$ cat src/design/tpx_map.vh
// timing counts and behaviour notes for the twisted-pair control block
// assumes a 250 MHz core clock; the 10 MHz oscillator tick is derived inside the block
// Notes on behaviour
// - receive enable on squelch accept or loopback
// - receive data held high while disabled
// - loopback routes tx data, driver sends link
// - link fail output high while link failed
// - link fail toggles every 100 ms receiving
// - jabber output high during jabber condition
// - collision output high on jabber or collision
// - collision output high briefly during selftest
// - duplex select low means full duplex
// - selftest exercises collision, line untouched
// - two transmit inputs merged into one stream
// - first falling edge starts driver quickly
// - pre-emphasis about 50 ns per transition
// - frame during link pulse keeps driver on
// - transmit beyond 20 ms enters jabber
// - jabber ends on enable low or 500 ms quiet
// - idle link pulse 100 ns every 16 ms
// - no normal loopback in collision or full duplex
// - unsquelch with transmit enable is collision
`ifndef TPX_MAP_VH
`define TPX_MAP_VH

// ----------------------------------------------------------------
// clock rates and derived cycle counts
// ----------------------------------------------------------------
`define TPX_CLK_MHZ         250
`define TPX_OSC_MHZ         10
`define TPX_OSC_DIV         (`TPX_CLK_MHZ / `TPX_OSC_MHZ)
`define TPX_PREEMPH_NS      50
`define TPX_PREEMPH_CYC     ((`TPX_PREEMPH_NS * `TPX_CLK_MHZ) / 1000)
`define TPX_LINKPW_NS       100
`define TPX_LINKPW_TICKS    ((`TPX_LINKPW_NS * `TPX_OSC_MHZ) / 1000)
`define TPX_IDLE_NS         250
`define TPX_IDLE_CYC        ((`TPX_IDLE_NS * `TPX_CLK_MHZ) / 1000)
`define TPX_SQE_NS          1000
`define TPX_SQE_TICKS       ((`TPX_SQE_NS * `TPX_OSC_MHZ) / 1000)

// ----------------------------------------------------------------
// long intervals in oscillator ticks (ms * 10000)
// ----------------------------------------------------------------
`define TPX_JAB_MS          20
`define TPX_JAB_TICKS       (`TPX_JAB_MS * 1000 * `TPX_OSC_MHZ)
`define TPX_UNJAB_MS        500
`define TPX_UNJAB_TICKS     (`TPX_UNJAB_MS * 1000 * `TPX_OSC_MHZ)
`define TPX_LINKINT_MS      16
`define TPX_LINKINT_TICKS   (`TPX_LINKINT_MS * 1000 * `TPX_OSC_MHZ)
`define TPX_BLINK_MS        100
`define TPX_BLINK_TICKS     (`TPX_BLINK_MS * 1000 * `TPX_OSC_MHZ)

`endif

$ cat src/design/tpx_skid.v
// two-entry buffer for the received data stream
// assumes one clock; drain side may stall by lowering out_ready
`timescale 1ns/10ps
module tpx_skid #(
	parameter WIDTH = 2
) (
	input  wire             clk,
	input  wire             resetn,
	input  wire             in_valid,
	output wire             in_ready,
	input  wire [WIDTH-1:0] in_data,
	output wire             out_valid,
	input  wire             out_ready,
	output wire [WIDTH-1:0] out_data
);
	// ----------------------------------------------------------------
	// storage
	// ----------------------------------------------------------------
	reg [WIDTH-1:0] mem_r [0:1];
	reg             wp_r;
	reg             rp_r;
	reg [1:0]       cnt_r;
	wire            push;
	wire            pop;

	assign in_ready  = (cnt_r != 2'h2);
	assign out_valid = (cnt_r != 2'h0);
	assign out_data  = mem_r[rp_r];
	assign push      = in_valid & in_ready;
	assign pop       = out_valid & out_ready;

	// pointers and fill count
	always @(posedge clk or negedge resetn) begin
		if (!resetn) begin
			wp_r  <= 1'b0;
			rp_r  <= 1'b0;
			cnt_r <= 2'h0;
		end else begin
			if (push)
				wp_r <= ~wp_r;
			if (pop)
				rp_r <= ~rp_r;
			if (push & ~pop)
				cnt_r <= cnt_r + 2'h1;
			else if (pop & ~push)
				cnt_r <= cnt_r - 2'h1;
		end
	end

	// data write, no reset needed
	always @(posedge clk) begin
		if (push)
			mem_r[wp_r] <= in_data;
	end
endmodule

$ cat src/design/tpx_ctrl.v
// control logic of a twisted-pair transceiver: transmit, link pulses, jabber,
// loopback, receive gating and status outputs
// assumes squelch qualification and line drive are done outside; pins are async
`timescale 1ns/10ps
`include "tpx_map.vh"
module tpx_ctrl #(
	parameter JAB_TICKS     = `TPX_JAB_TICKS,
	parameter UNJAB_TICKS   = `TPX_UNJAB_TICKS,
	parameter LINKINT_TICKS = `TPX_LINKINT_TICKS,
	parameter BLINK_TICKS   = `TPX_BLINK_TICKS
) (
	input  wire clk,
	input  wire resetn,
	input  wire tx_data_a,
	input  wire tx_data_b,
	input  wire tx_enable,
	input  wire loopback_n,
	input  wire full_duplex_select_n,
	input  wire collision_selftest_n,
	input  wire rx_unsquelched,
	input  wire rx_line_data,
	input  wire link_failed,
	input  wire rx_out_ready,
	output reg  rx_enable,
	output reg  rx_data_a,
	output reg  rx_data_b,
	output reg  tx_drive_en,
	output reg  tx_line_data,
	output reg  tx_preemph,
	output reg  link_fail_status,
	output reg  jabber_status,
	output reg  collision_or_jabber_status,
	output reg  osc_resync
);
	// ----------------------------------------------------------------
	// input synchronisers: three stages, change taken when 2 and 3 agree
	// ----------------------------------------------------------------
	localparam NIN = 9;
	// interval ends held at 32 bits, cut to each counter width where used
	localparam [31:0] OSC_END_W   = `TPX_OSC_DIV - 1;
	localparam [31:0] LINK_END_W  = LINKINT_TICKS - 1;
	localparam [31:0] LPW_END_W   = `TPX_LINKPW_TICKS - 1;
	localparam [31:0] JAB_END_W   = JAB_TICKS - 1;
	localparam [31:0] IDLE_END_W  = `TPX_IDLE_CYC - 1;
	localparam [31:0] UNJAB_END_W = UNJAB_TICKS - 1;
	localparam [31:0] PRE_LEN_W   = `TPX_PREEMPH_CYC;
	localparam [31:0] SQE_LEN_W   = `TPX_SQE_TICKS;
	localparam [31:0] BLINK_END_W = BLINK_TICKS - 1;
	wire [NIN-1:0] pin_raw;
	reg  [NIN-1:0] s1_r;
	reg  [NIN-1:0] s2_r;
	reg  [NIN-1:0] s3_r;
	reg  [NIN-1:0] pin_r;
	reg  [2:0]     rst_cnt_r;
	reg            rst_hold_r;

	assign pin_raw = {tx_data_a, tx_data_b, tx_enable, loopback_n, full_duplex_select_n,
		collision_selftest_n, rx_unsquelched, rx_line_data, link_failed};

	genvar gi;
	generate
		for (gi = 0; gi < NIN; gi = gi + 1) begin : g_sync
			// all stages preset high; tx enable, unsquelch and link fail masked low by the reset hold
			always @(posedge clk or negedge resetn) begin
				if (!resetn) begin
					s1_r[gi]  <= 1'b1;
					s2_r[gi]  <= 1'b1;
					s3_r[gi]  <= 1'b1;
					pin_r[gi] <= 1'b1;
				end else begin
					s1_r[gi] <= pin_raw[gi];
					s2_r[gi] <= s1_r[gi];
					s3_r[gi] <= s2_r[gi];
					if (s2_r[gi] == s3_r[gi])
						pin_r[gi] <= s3_r[gi];
				end
			end
		end
	endgenerate

	wire txa   = pin_r[8];
	wire txb   = pin_r[7];
	wire lpbn  = pin_r[5];
	wire fdn   = pin_r[4];
	wire sqen  = pin_r[3];
	wire unsq  = pin_r[2] & ~rst_hold_r;
	wire rxd   = pin_r[1];
	wire lfail = pin_r[0] & ~rst_hold_r;

	// ----------------------------------------------------------------
	// reset hold: tx enable, unsquelch and link fail masked low until the pipe has filled
	// ----------------------------------------------------------------
	always @(posedge clk or negedge resetn) begin
		if (!resetn) begin
			rst_cnt_r  <= 3'h0;
			rst_hold_r <= 1'b1;
		end else if (rst_cnt_r != 3'h7) begin
			rst_cnt_r <= rst_cnt_r + 3'h1;
		end else begin
			rst_hold_r <= 1'b0;
		end
	end
	wire txen_q = pin_r[6] & ~rst_hold_r;

	// ----------------------------------------------------------------
	// 10 MHz oscillator tick; resynchronised on frame start
	// ----------------------------------------------------------------
	reg  [4:0] div_r;
	reg        tick_r;
	wire       resync;
	always @(posedge clk or negedge resetn) begin
		if (!resetn) begin
			div_r  <= 5'h00;
			tick_r <= 1'b0;
		end else if (resync || div_r == OSC_END_W[4:0]) begin
			div_r  <= 5'h00;
			tick_r <= ~resync;
		end else begin
			div_r  <= div_r + 5'h01;
			tick_r <= 1'b0;
		end
	end

	// ----------------------------------------------------------------
	// merged transmit stream and edge detect
	// ----------------------------------------------------------------
	wire tx_merged = txa & txb; // unused input idles high
	reg  tx_prev_r;
	always @(posedge clk or negedge resetn) begin
		if (!resetn)
			tx_prev_r <= 1'b1;
		else
			tx_prev_r <= tx_merged;
	end
	wire tx_edge = tx_merged ^ tx_prev_r;
	wire tx_fall = tx_prev_r & ~tx_merged;

	// ----------------------------------------------------------------
	// driver state machine
	// ----------------------------------------------------------------
	reg  [1:0]  st_r;
	reg  [7:0]  idle_cnt_r;
	reg  [27:0] jab_cnt_r;
	reg  [27:0] quiet_cnt_r;
	reg  [27:0] link_cnt_r;
	reg  [3:0]  lpw_cnt_r;
	reg  [3:0]  pre_cnt_r;
	// driver states, binary coded
	localparam [1:0] DRV_IDLE = 2'h0;
	localparam [1:0] DRV_DATA = 2'h1;
	localparam [1:0] DRV_LINK = 2'h2;
	localparam [1:0] DRV_JAB  = 2'h3;
	wire        frame_start = tx_fall & txen_q & (st_r != DRV_JAB);

	assign resync = frame_start & (st_r != DRV_DATA);

	always @(posedge clk or negedge resetn) begin
		if (!resetn) begin
			st_r        <= DRV_IDLE;
			idle_cnt_r  <= 8'h00;
			jab_cnt_r   <= 28'h0;
			quiet_cnt_r <= 28'h0;
			link_cnt_r  <= 28'h0;
			lpw_cnt_r   <= 4'h0;
		end else begin
			case (st_r)
				DRV_IDLE: begin
					if (frame_start) begin
						st_r       <= DRV_DATA;
						idle_cnt_r <= 8'h00;
						jab_cnt_r  <= 28'h0;
					end else if (tick_r) begin
						if (link_cnt_r == LINK_END_W[27:0]) begin
							link_cnt_r <= 28'h0;
							lpw_cnt_r  <= 4'h0;
							st_r       <= DRV_LINK;
						end else begin
							link_cnt_r <= link_cnt_r + 28'h1;
						end
					end
				end
				DRV_LINK: begin
					if (frame_start) begin
						st_r       <= DRV_DATA;
						idle_cnt_r <= 8'h00;
						jab_cnt_r  <= 28'h0;
					end else if (tick_r) begin
						if (lpw_cnt_r == LPW_END_W[3:0])
							st_r <= DRV_IDLE;
						else
							lpw_cnt_r <= lpw_cnt_r + 4'h1;
					end
				end
				DRV_DATA: begin
					link_cnt_r <= 28'h0;
					if (tick_r)
						jab_cnt_r <= jab_cnt_r + 28'h1;
					if (tick_r && jab_cnt_r == JAB_END_W[27:0]) begin
						st_r        <= DRV_JAB;
						quiet_cnt_r <= 28'h0;
					end else if (tx_edge && txen_q) begin
						idle_cnt_r <= 8'h00;
					end else if (idle_cnt_r == IDLE_END_W[7:0]) begin
						st_r <= DRV_IDLE;
					end else begin
						idle_cnt_r <= idle_cnt_r + 8'h01;
					end
				end
				DRV_JAB: begin
					if (tx_edge)
						quiet_cnt_r <= 28'h0;
					else if (tick_r)
						quiet_cnt_r <= quiet_cnt_r + 28'h1;
					if (!txen_q || (tick_r && quiet_cnt_r == UNJAB_END_W[27:0]))
						st_r <= DRV_IDLE;
				end
				default: st_r <= DRV_IDLE;
			endcase
		end
	end

	// pre-emphasis counter restarted on each transmitted transition
	always @(posedge clk or negedge resetn) begin
		if (!resetn)
			pre_cnt_r <= 4'h0;
		else if (tx_edge && (st_r == DRV_DATA || frame_start) && lpbn)
			pre_cnt_r <= PRE_LEN_W[3:0];
		else if (pre_cnt_r != 4'h0)
			pre_cnt_r <= pre_cnt_r - 4'h1;
	end

	// ----------------------------------------------------------------
	// collision, selftest pulse
	// ----------------------------------------------------------------
	reg       coll_r;
	reg       sqe_prev_r;
	reg [3:0] sqe_cnt_r;
	wire      full_dup = ~fdn;
	always @(posedge clk or negedge resetn) begin
		if (!resetn) begin
			coll_r     <= 1'b0;
			sqe_prev_r <= 1'b1;
			sqe_cnt_r  <= 4'h0;
		end else begin
			coll_r     <= unsq & txen_q & ~full_dup;
			sqe_prev_r <= sqen;
			if (sqe_prev_r && !sqen)
				sqe_cnt_r <= SQE_LEN_W[3:0];
			else if (tick_r && sqe_cnt_r != 4'h0)
				sqe_cnt_r <= sqe_cnt_r - 4'h1;
		end
	end

	// ----------------------------------------------------------------
	// receive path: loopback selection through the two-entry buffer
	// ----------------------------------------------------------------
	wire       lpb_test   = ~lpbn;
	wire       lpb_normal = lpbn & txen_q & ~coll_r & ~full_dup & ~unsq;
	wire       lpb_act    = lpb_test & txen_q | lpb_normal;
	wire       rx_en_nxt  = (unsq & lpbn) | lpb_act;
	wire       rx_src     = lpb_act ? tx_merged : rxd;
	wire [1:0] buf_out;
	wire       buf_valid;
	wire       buf_in_ready;

	tpx_skid #(
		.WIDTH (2)
	) u_skid (
		.clk       (clk),
		.resetn    (resetn),
		.in_valid  (1'b1),
		.in_ready  (buf_in_ready),
		.in_data   ({rx_en_nxt, rx_src}),
		.out_valid (buf_valid),
		.out_ready (rx_out_ready),
		.out_data  (buf_out)
	);

	// ----------------------------------------------------------------
	// link-fail blink while receiving
	// ----------------------------------------------------------------
	reg [27:0] blink_cnt_r;
	reg        blink_r;
	always @(posedge clk or negedge resetn) begin
		if (!resetn) begin
			blink_cnt_r <= 28'h0;
			blink_r     <= 1'b0;
		end else if (!unsq) begin
			blink_cnt_r <= 28'h0;
			blink_r     <= 1'b0;
		end else if (tick_r) begin
			if (blink_cnt_r == BLINK_END_W[27:0]) begin
				blink_cnt_r <= 28'h0;
				blink_r     <= ~blink_r;
			end else begin
				blink_cnt_r <= blink_cnt_r + 28'h1;
			end
		end
	end

	// ----------------------------------------------------------------
	// registered outputs
	// ----------------------------------------------------------------
	wire rx_en_b = buf_valid & buf_out[1];
	wire jab     = (st_r == DRV_JAB);
	always @(posedge clk or negedge resetn) begin
		if (!resetn) begin
			rx_enable                  <= 1'b0;
			rx_data_a                  <= 1'b1;
			rx_data_b                  <= 1'b1;
			tx_drive_en                <= 1'b0;
			tx_line_data               <= 1'b1;
			tx_preemph                 <= 1'b0;
			link_fail_status           <= 1'b0;
			jabber_status              <= 1'b0;
			collision_or_jabber_status <= 1'b0;
			osc_resync                 <= 1'b0;
		end else begin
			rx_enable  <= rx_en_b;
			rx_data_a  <= rx_en_b ? buf_out[0] : 1'b1;
			rx_data_b  <= rx_en_b ? buf_out[0] : 1'b1;
			// loopback test sends only link pulses; jabber silences driver
			tx_drive_en  <= (st_r == DRV_LINK) |
				((st_r == DRV_DATA) & lpbn);
			tx_line_data <= (st_r == DRV_LINK) ? 1'b1 : tx_merged;
			tx_preemph   <= (pre_cnt_r != 4'h0) & (st_r == DRV_DATA);
			link_fail_status <= unsq ? blink_r : lfail;
			jabber_status    <= jab;
			collision_or_jabber_status <= jab | coll_r | (sqe_cnt_r != 4'h0);
			osc_resync <= resync;
		end
	end
endmodule

$ cat config.mk
export PLATFORM = sky130hd
export DESIGN_NAME = tpx_ctrl
export DESIGN_NICKNAME = d
export VERILOG_FILES = /design/src/design/tpx_skid.v /design/src/design/tpx_ctrl.v
export VERILOG_INCLUDE_DIRS = /design/src /design/src/design
export SDC_FILE = /design/constraint.sdc
export NUM_CORES = 1
export LEC_CHECK = 0
export BUFFER_PORTS_ARGS = -buffer_cell sky130_fd_sc_hd__clkbuf_2
export CORE_MARGIN = 5
export CORE_UTILIZATION = 50
export CTS_BUF_LIST = sky130_fd_sc_hd__clkbuf_4 sky130_fd_sc_hd__clkbuf_8 sky130_fd_sc_hd__clkbuf_16
export DETAILED_ROUTE_END_ITERATION = 16
export PLACE_DENSITY = 0.68
export SLEW_MARGIN = 5
export SYNTH_ARGS = -nofsm -noshare
export SYNTH_HDL_FRONTEND = slang
export SYNTH_SLANG_ARGS = --single-unit
$ cat constraint.sdc
create_clock -name clk -period 2.4 [get_ports clk]
set_clock_uncertainty 0.15 [all_clocks]
set_input_delay 0.12 -clock clk [delete_from_list [all_inputs] [get_ports clk]]
set_output_delay 0.12 -clock clk [all_outputs]
set_load 0.1 [all_outputs]
==> flow_summary.toml, run 1 <==
[synthesis]
ys_warn_count = 0
syn_area_per_cell_um2 = 10.06
synth_edf_count = 4
yosysTopAreaCellShare_pct = 39.43
ys_types = 77
syn-num-nets = 1011
ys_async_sr_fraction_pct = 98.01
syn-instance-count = 984
yosysTopAreaCell = "dfrtp_1"
synthTopCellsByArea = "dfrtp_1 39%, dfstp_2 11%, nor2_1 4.0%"
ys_seq_elements = 201
synth_area_um2 = 9901
yosys_most_used_dff = "dfrtp_1"
yosysSeqAreaShare_pct = 51.52

[timing]
slew_headroom_pct = 62.52
setup-tns-final_ns = 0
fmax_ghz = 0.4244
finalMaxSlewViolations = 0
post-route-period-util_pct = 98.17
worst_pin_slew_ns = 0.5621
fin_crit_ns = 2.356
fin_hold_ws_ns = 0.004546
hold_violations = 0
rsz0062_at_grt = "yes"
setup_viol = 0

[critical_path]
reg2reg_slack_ns = 0.04
cp_max_fo = 14
r2r-end = "quiet_cnt_r[21]"
r2r-start = "jab_cnt_r[13]"
required_ns = 2.64
critPathKind = "reg2reg"
startpoint_type = "flip-flop"
worst-r2r-cell-count = 5
crit_path_start = "jab_cnt_r[13]"
worstPathArrival_ns = 2.59
critPathCaptureType = "flip-flop"

[placed_design]
hpwl_um = 13830
place.gp.congestion = 0.8576
portBuffers = 21
placed_area_um2 = 10770

[grt]
grt_pass1_vias = 7338
grt_max_degree = 59
track_usage_pct = 18.40
grt_pass1_wl_um = 35130
antenna_found_initial = 0
grt-ovfl-total = 0

[detailed_routing]
drc_errors = 0
vias_per_cell = 5.529
dr.pass1.iters = 4
wirelength_um = 20460
wl_per_cell_um = 15.17
final_antenna_net_count = 0
dr_total_vias = 7453
drt-initial-drc-count = 321

[layout]
layout.cells.most_common_list = "156 x dfrtp_1, 105 x nor2_1, 80 x nand2_1, 61 x nand3_1, 58 x buf_4"
fin_util_pct = 60.06
drive_gt1_share_pct = 19.58
seqCellArea_um2 = 5101
multi_input_area_um2 = 4613
finalInstanceArea_um2 = 11690
mostFrequentLayoutCell = "dfrtp_1"
nFillCells = 1584
syn_to_final_growth_pct = 18.06
antenna_cells = 0
nets = 1094

[outcome]
status = "complete, no violations"

[die]
initial_core_util_pct = 50.87
fp.dieH_um = 150.7
dieWidth_um = 150.7
rows = 51
dieArea_um2 = 22720
core_um2 = 19460
pin_count = 22

[pwr]
p_per_area_nw_per_um2 = 786.1
power.leakage_uw = 0.004898
power_uw = 9189
max-vdd-ir-drop_mv = 0.5403

[clock_tree]
cts_root_buffer = "clkbuf_16"
cts_made_buffers = 22
postCtsSetupBuffers = 0
cts.sinks = 201
clk_pin_slew_ns = 0.06
cts_tree = "built"
clock_latency_ns = 0.51
clockBufferDepth = 3
htree_num_levels = 1

[run]
drv_cap = 0

[worst_hold_path]
hold_class = "in2async"
what timing repair did:
item,in CTS,in global routing
pin swaps,0,2
cloned,0,0
hold buffers,11,0
gates resized for setup,1,14
endpoints found under the hold margin,178,0
setup endpoints to repair,2,47
per-stage QoR:
step | instances | setup slack [ns]
finish | 1348 | 0.04384
global route | 1348 | -0.02541
CTS | 1348 | 0.03844
detailed placement | 1297 | -0.04071
global placement | 1297 | 0.07508
floorplan | 984 | 0.03440
Yosys cell counts (25+ instances only):
cell type and number:
dfstp_2 41, nand4_1 28, nor2_1 105, nor3_1 25
o21ai_0 41, nand2_1 83, o31ai_1 27, xnor2_1 39
nand3_1 61, dfrtp_1 156, xor2_1 34
logic make-up after synthesis:
family | count (synthesis) | synth area share, %
flip-flops | 201 | 51.52
AO/OA/AOI/OAI | 147 | 9.782
buffers and inverters | 63 | 2.679
AND/OR/NAND/NOR | 468 | 25.89
multiplexers | 8 | 0.8593
adder cells (fa/ha/maj) | 24 | 2.806
XOR/XNOR | 73 | 6.458
state kept, by name, indices dropped and copies added (netlist names), 2 cells and up:
| register | cells |
|---|---|
| blink_cnt_r | 28 |
| jab_cnt_r | 28 |
| link_cnt_r | 28 |
| quiet_cnt_r | 28 |
| s1_r | 9 |
| s2_r | 9 |
| s3_r | 9 |
| idle_cnt_r | 8 |
| div_r | 5 |
| lpw_cnt_r | 4 |
| pre_cnt_r | 4 |
| sqe_cnt_r | 4 |
| u_skid.mem_r | 4 |
| pin_r | 3 |
| rst_cnt_r | 3 |
| st_r | 2 |
| u_skid.cnt_r | 2 |
layout make-up:
cell class	instances	share of cell area, %
inverters	25	0.8028
clock buffers	31	5.502
multi-input cells	720	39.47
repair buffers	97	6.840
well taps	265	2.837
flip-flops and latches	201	43.64
clock inverters	9	0.9099
worst max-delay path, cell delays in order (launching register included):
cell     delay [ns]
dfrtp_1        0.40
or4_4          0.55
o41a_1         0.52
buf_12         0.19
a211o_1        0.26
a21o_1         0.17
layer usage:
layer  wire length (um)  global-route usage [%]  up-vias
met5                  0                       0        -
met4                424                   4.850        0
met3                689                   2.589       28
met2               9541                   30.41      114
met1               9800                   25.67     3606
li1                   -                       -     3705
worst max path at each step:
stage | slack (ns) | endpoint | cells after the start
detailed placement | -0.04 | idle_cnt_r[5] | 7
CTS | 0.04 | idle_cnt_r[5] | 7
floorplan | 0.03 | idle_cnt_r[2] | 8
finish | 0.04 | quiet_cnt_r[21] | 5
global placement | 0.08 | idle_cnt_r[4] | 7
global route | -0.03 | quiet_cnt_r[21] | 5
where the power goes:
group          switching (uW)  total, uW  internal [uW]
sequential                222       3950           3730
combinational            1170       1800            636
clock                    1350       3440           2090
Note: power is estimated with default switching activity, not from simulation.
==> run 2: changes to the inputs <==
--- a/config.mk
+++ b/config.mk
@@ -13,5 +13,6 @@
 export DETAILED_ROUTE_END_ITERATION = 16
 export PLACE_DENSITY = 0.68
-export SLEW_MARGIN = 5
+export SETUP_SLACK_MARGIN = 0.2
+export SLEW_MARGIN = 15
 export SYNTH_ARGS = -nofsm -noshare
 export SYNTH_HDL_FRONTEND = slang
==> constraint.sdc (replaced) <==
create_clock -name clk -period 2.4 [get_ports clk]
set_clock_uncertainty 0.15 [all_clocks]
set_input_delay 0.6 -clock clk [delete_from_list [all_inputs] [get_ports clk]]
set_output_delay 0.6 -clock clk [all_outputs]
set_load 0.1 [all_outputs]
==> flow_summary.toml, run 2 (synthesis gave the netlist of run 1 again) <==
[die]
core_um2 = 19460
dieWidth_um = 150.7
initial_core_util_pct = 50.87
dieArea_um2 = 22720
rows = 51
fp.dieH_um = 150.7
pin_count = 22

[layout]
layout.cells.most_common_list = "155 x dfrtp_1, 105 x nor2_1, 79 x nand2_1, 75 x buf_4, 61 x nand3_1"
mostFrequentLayoutCell = "dfrtp_1"
seqCellArea_um2 = 5102
nets = 1115
nFillCells = 1527
drive_gt1_share_pct = 24.52
antenna_cells = 0
multi_input_area_um2 = 4887
final_cells = 1370
syn_to_final_growth_pct = 23.00

[grt]
track_usage_pct = 19.30
antenna_found_initial = 0
grt_pass1_vias = 7447
grt_max_degree = 68
grt-ovfl-total = 0
grt_pass1_wl_um = 36410

[critical_path]
cp_top_family = "compound AO/OA/AOI/OAI gates"
cp_max_fo = 7
cp_num_buf_inv = 1
crit_path_start = "jab_cnt_r[15]"
critPathKind = "reg2reg"
startpoint_type = "flip-flop"
cp_slowest_cell = "or4_4"
r2r-start = "jab_cnt_r[15]"
critPathCaptureType = "flip-flop"
required_ns = 2.65
worstPathArrival_ns = 2.53
critical_path.max_stage_delay_ns = 0.54
path_cells = "or4_4, o41a_1, buf_6, a211o_1, a21o_1"

[detailed_routing]
wl_per_cell_um = 15.93
dr.pass1.iters = 5
drc_errors = 0
dr_total_vias = 7696
wirelength_um = 21820
drt-initial-drc-count = 458
final_antenna_net_count = 0
vias_per_cell = 5.618

[timing]
rsz0062_at_grt = "yes"
setup-tns-final_ns = 0
fin_crit_ns = 2.284
fmax_ghz = 0.4378
finalMaxSlewViolations = 0
slew_headroom_pct = 63.57
worst_pin_slew_ns = 0.5465
setup_viol = 0
hold_violations = 0
post-route-period-util_pct = 95.16
fin_hold_ws_ns = 0.1698

[clock_tree]
cts_tree = "built"
cts_root_buffer = "clkbuf_16"
cts_made_buffers = 23
cts.sinks = 201
clock_latency_ns = 0.52
htree_num_levels = 1
clk_pin_slew_ns = 0.06
clockBufferDepth = 3

[placed_design]
placed_cells = 1292
portBuffers = 21
place.gp.congestion = 0.8391
hpwl_um = 13940

[pwr]
power.leakage_uw = 0.005069
p_per_area_nw_per_um2 = 786.6
max-vdd-ir-drop_mv = 0.5143

[outcome]
status = "complete, no violations"

[worst_hold_path]
hold_class = "in2reg"
worst_hold_startpoint = "rx_out_ready"

[run]
drv_cap = 0
[run 2: cell count changes in the layout (fill, tap and decap cells not counted), sizes merged]
cell and change:
clkinv -2, inv +3, clkbuf +2, dlygate4sd3 -1
bufinv -1, buf +21
[run 2: path summary, 6_finish.rpt]
check / end / slack, ns / cells past startpoint
setup / recovery: quiet_cnt_r[21] / 0.12 / 5
hold / removal: u_skid.cnt_r[0] / 0.17 / 2
setup reg to reg: quiet_cnt_r[21] / 0.12 / 5
hold reg to reg: s2_r[2] / 0.21 / 0
max in group asynchronous: jab_cnt_r[16] / 0.93 / 3
min in group asynchronous: u_skid.cnt_r[1] / 0.45 / 2
[run 2: repair_timing]
action	4_1_cts	5_1_grt
gates cloned	1	1
buffers inserted	9	15
hold buffers	10	0
endpoints found under the setup margin	63	79
pin swaps	11	14
resized for setup	23	56
endpoints found under the hold margin	30	0
[run 2: power breakdown]
part	internal, uW	switching [uW]
clock	2240	1410
combinational	697	1270
sequential	3730	233
total	6670	2910
[run 2: per-layer routing]
layer | part of all wire, % | GRT usage, % | vias to the layer above
li1 | - | - | 3762
met1 | 47 | 27.32 | 3784
met2 | 48 | 31.87 | 118
met3 | 2.9 | 2.438 | 32
met4 | 1.7 | 4.669 | 0
met5 | 0 | 0 | -
[run 2: through the flow]
stage	instance area, um2	utilization, %	power [uW]	worst slack (ns)
after floorplan	9935	-	5196	0.1907
after global placement	10710	55.02	5700	0.1221
after detailed placement	10710	55.02	5747	0.09948
after CTS	11790	60.57	9516	0.1259
after global routing	12180	62.57	10060	0.04393
final	12180	62.57	9579	0.1161
[run 2: area by class of cell]
type | count | area share [%]
multi-input combinational | 720 | 40.13
clock inverter | 9 | 0.7500
tap | 265 | 2.723
clock buffer | 33 | 5.980
sequential | 201 | 41.90
timing repair buffer | 117 | 7.726
inverter | 25 | 0.7911
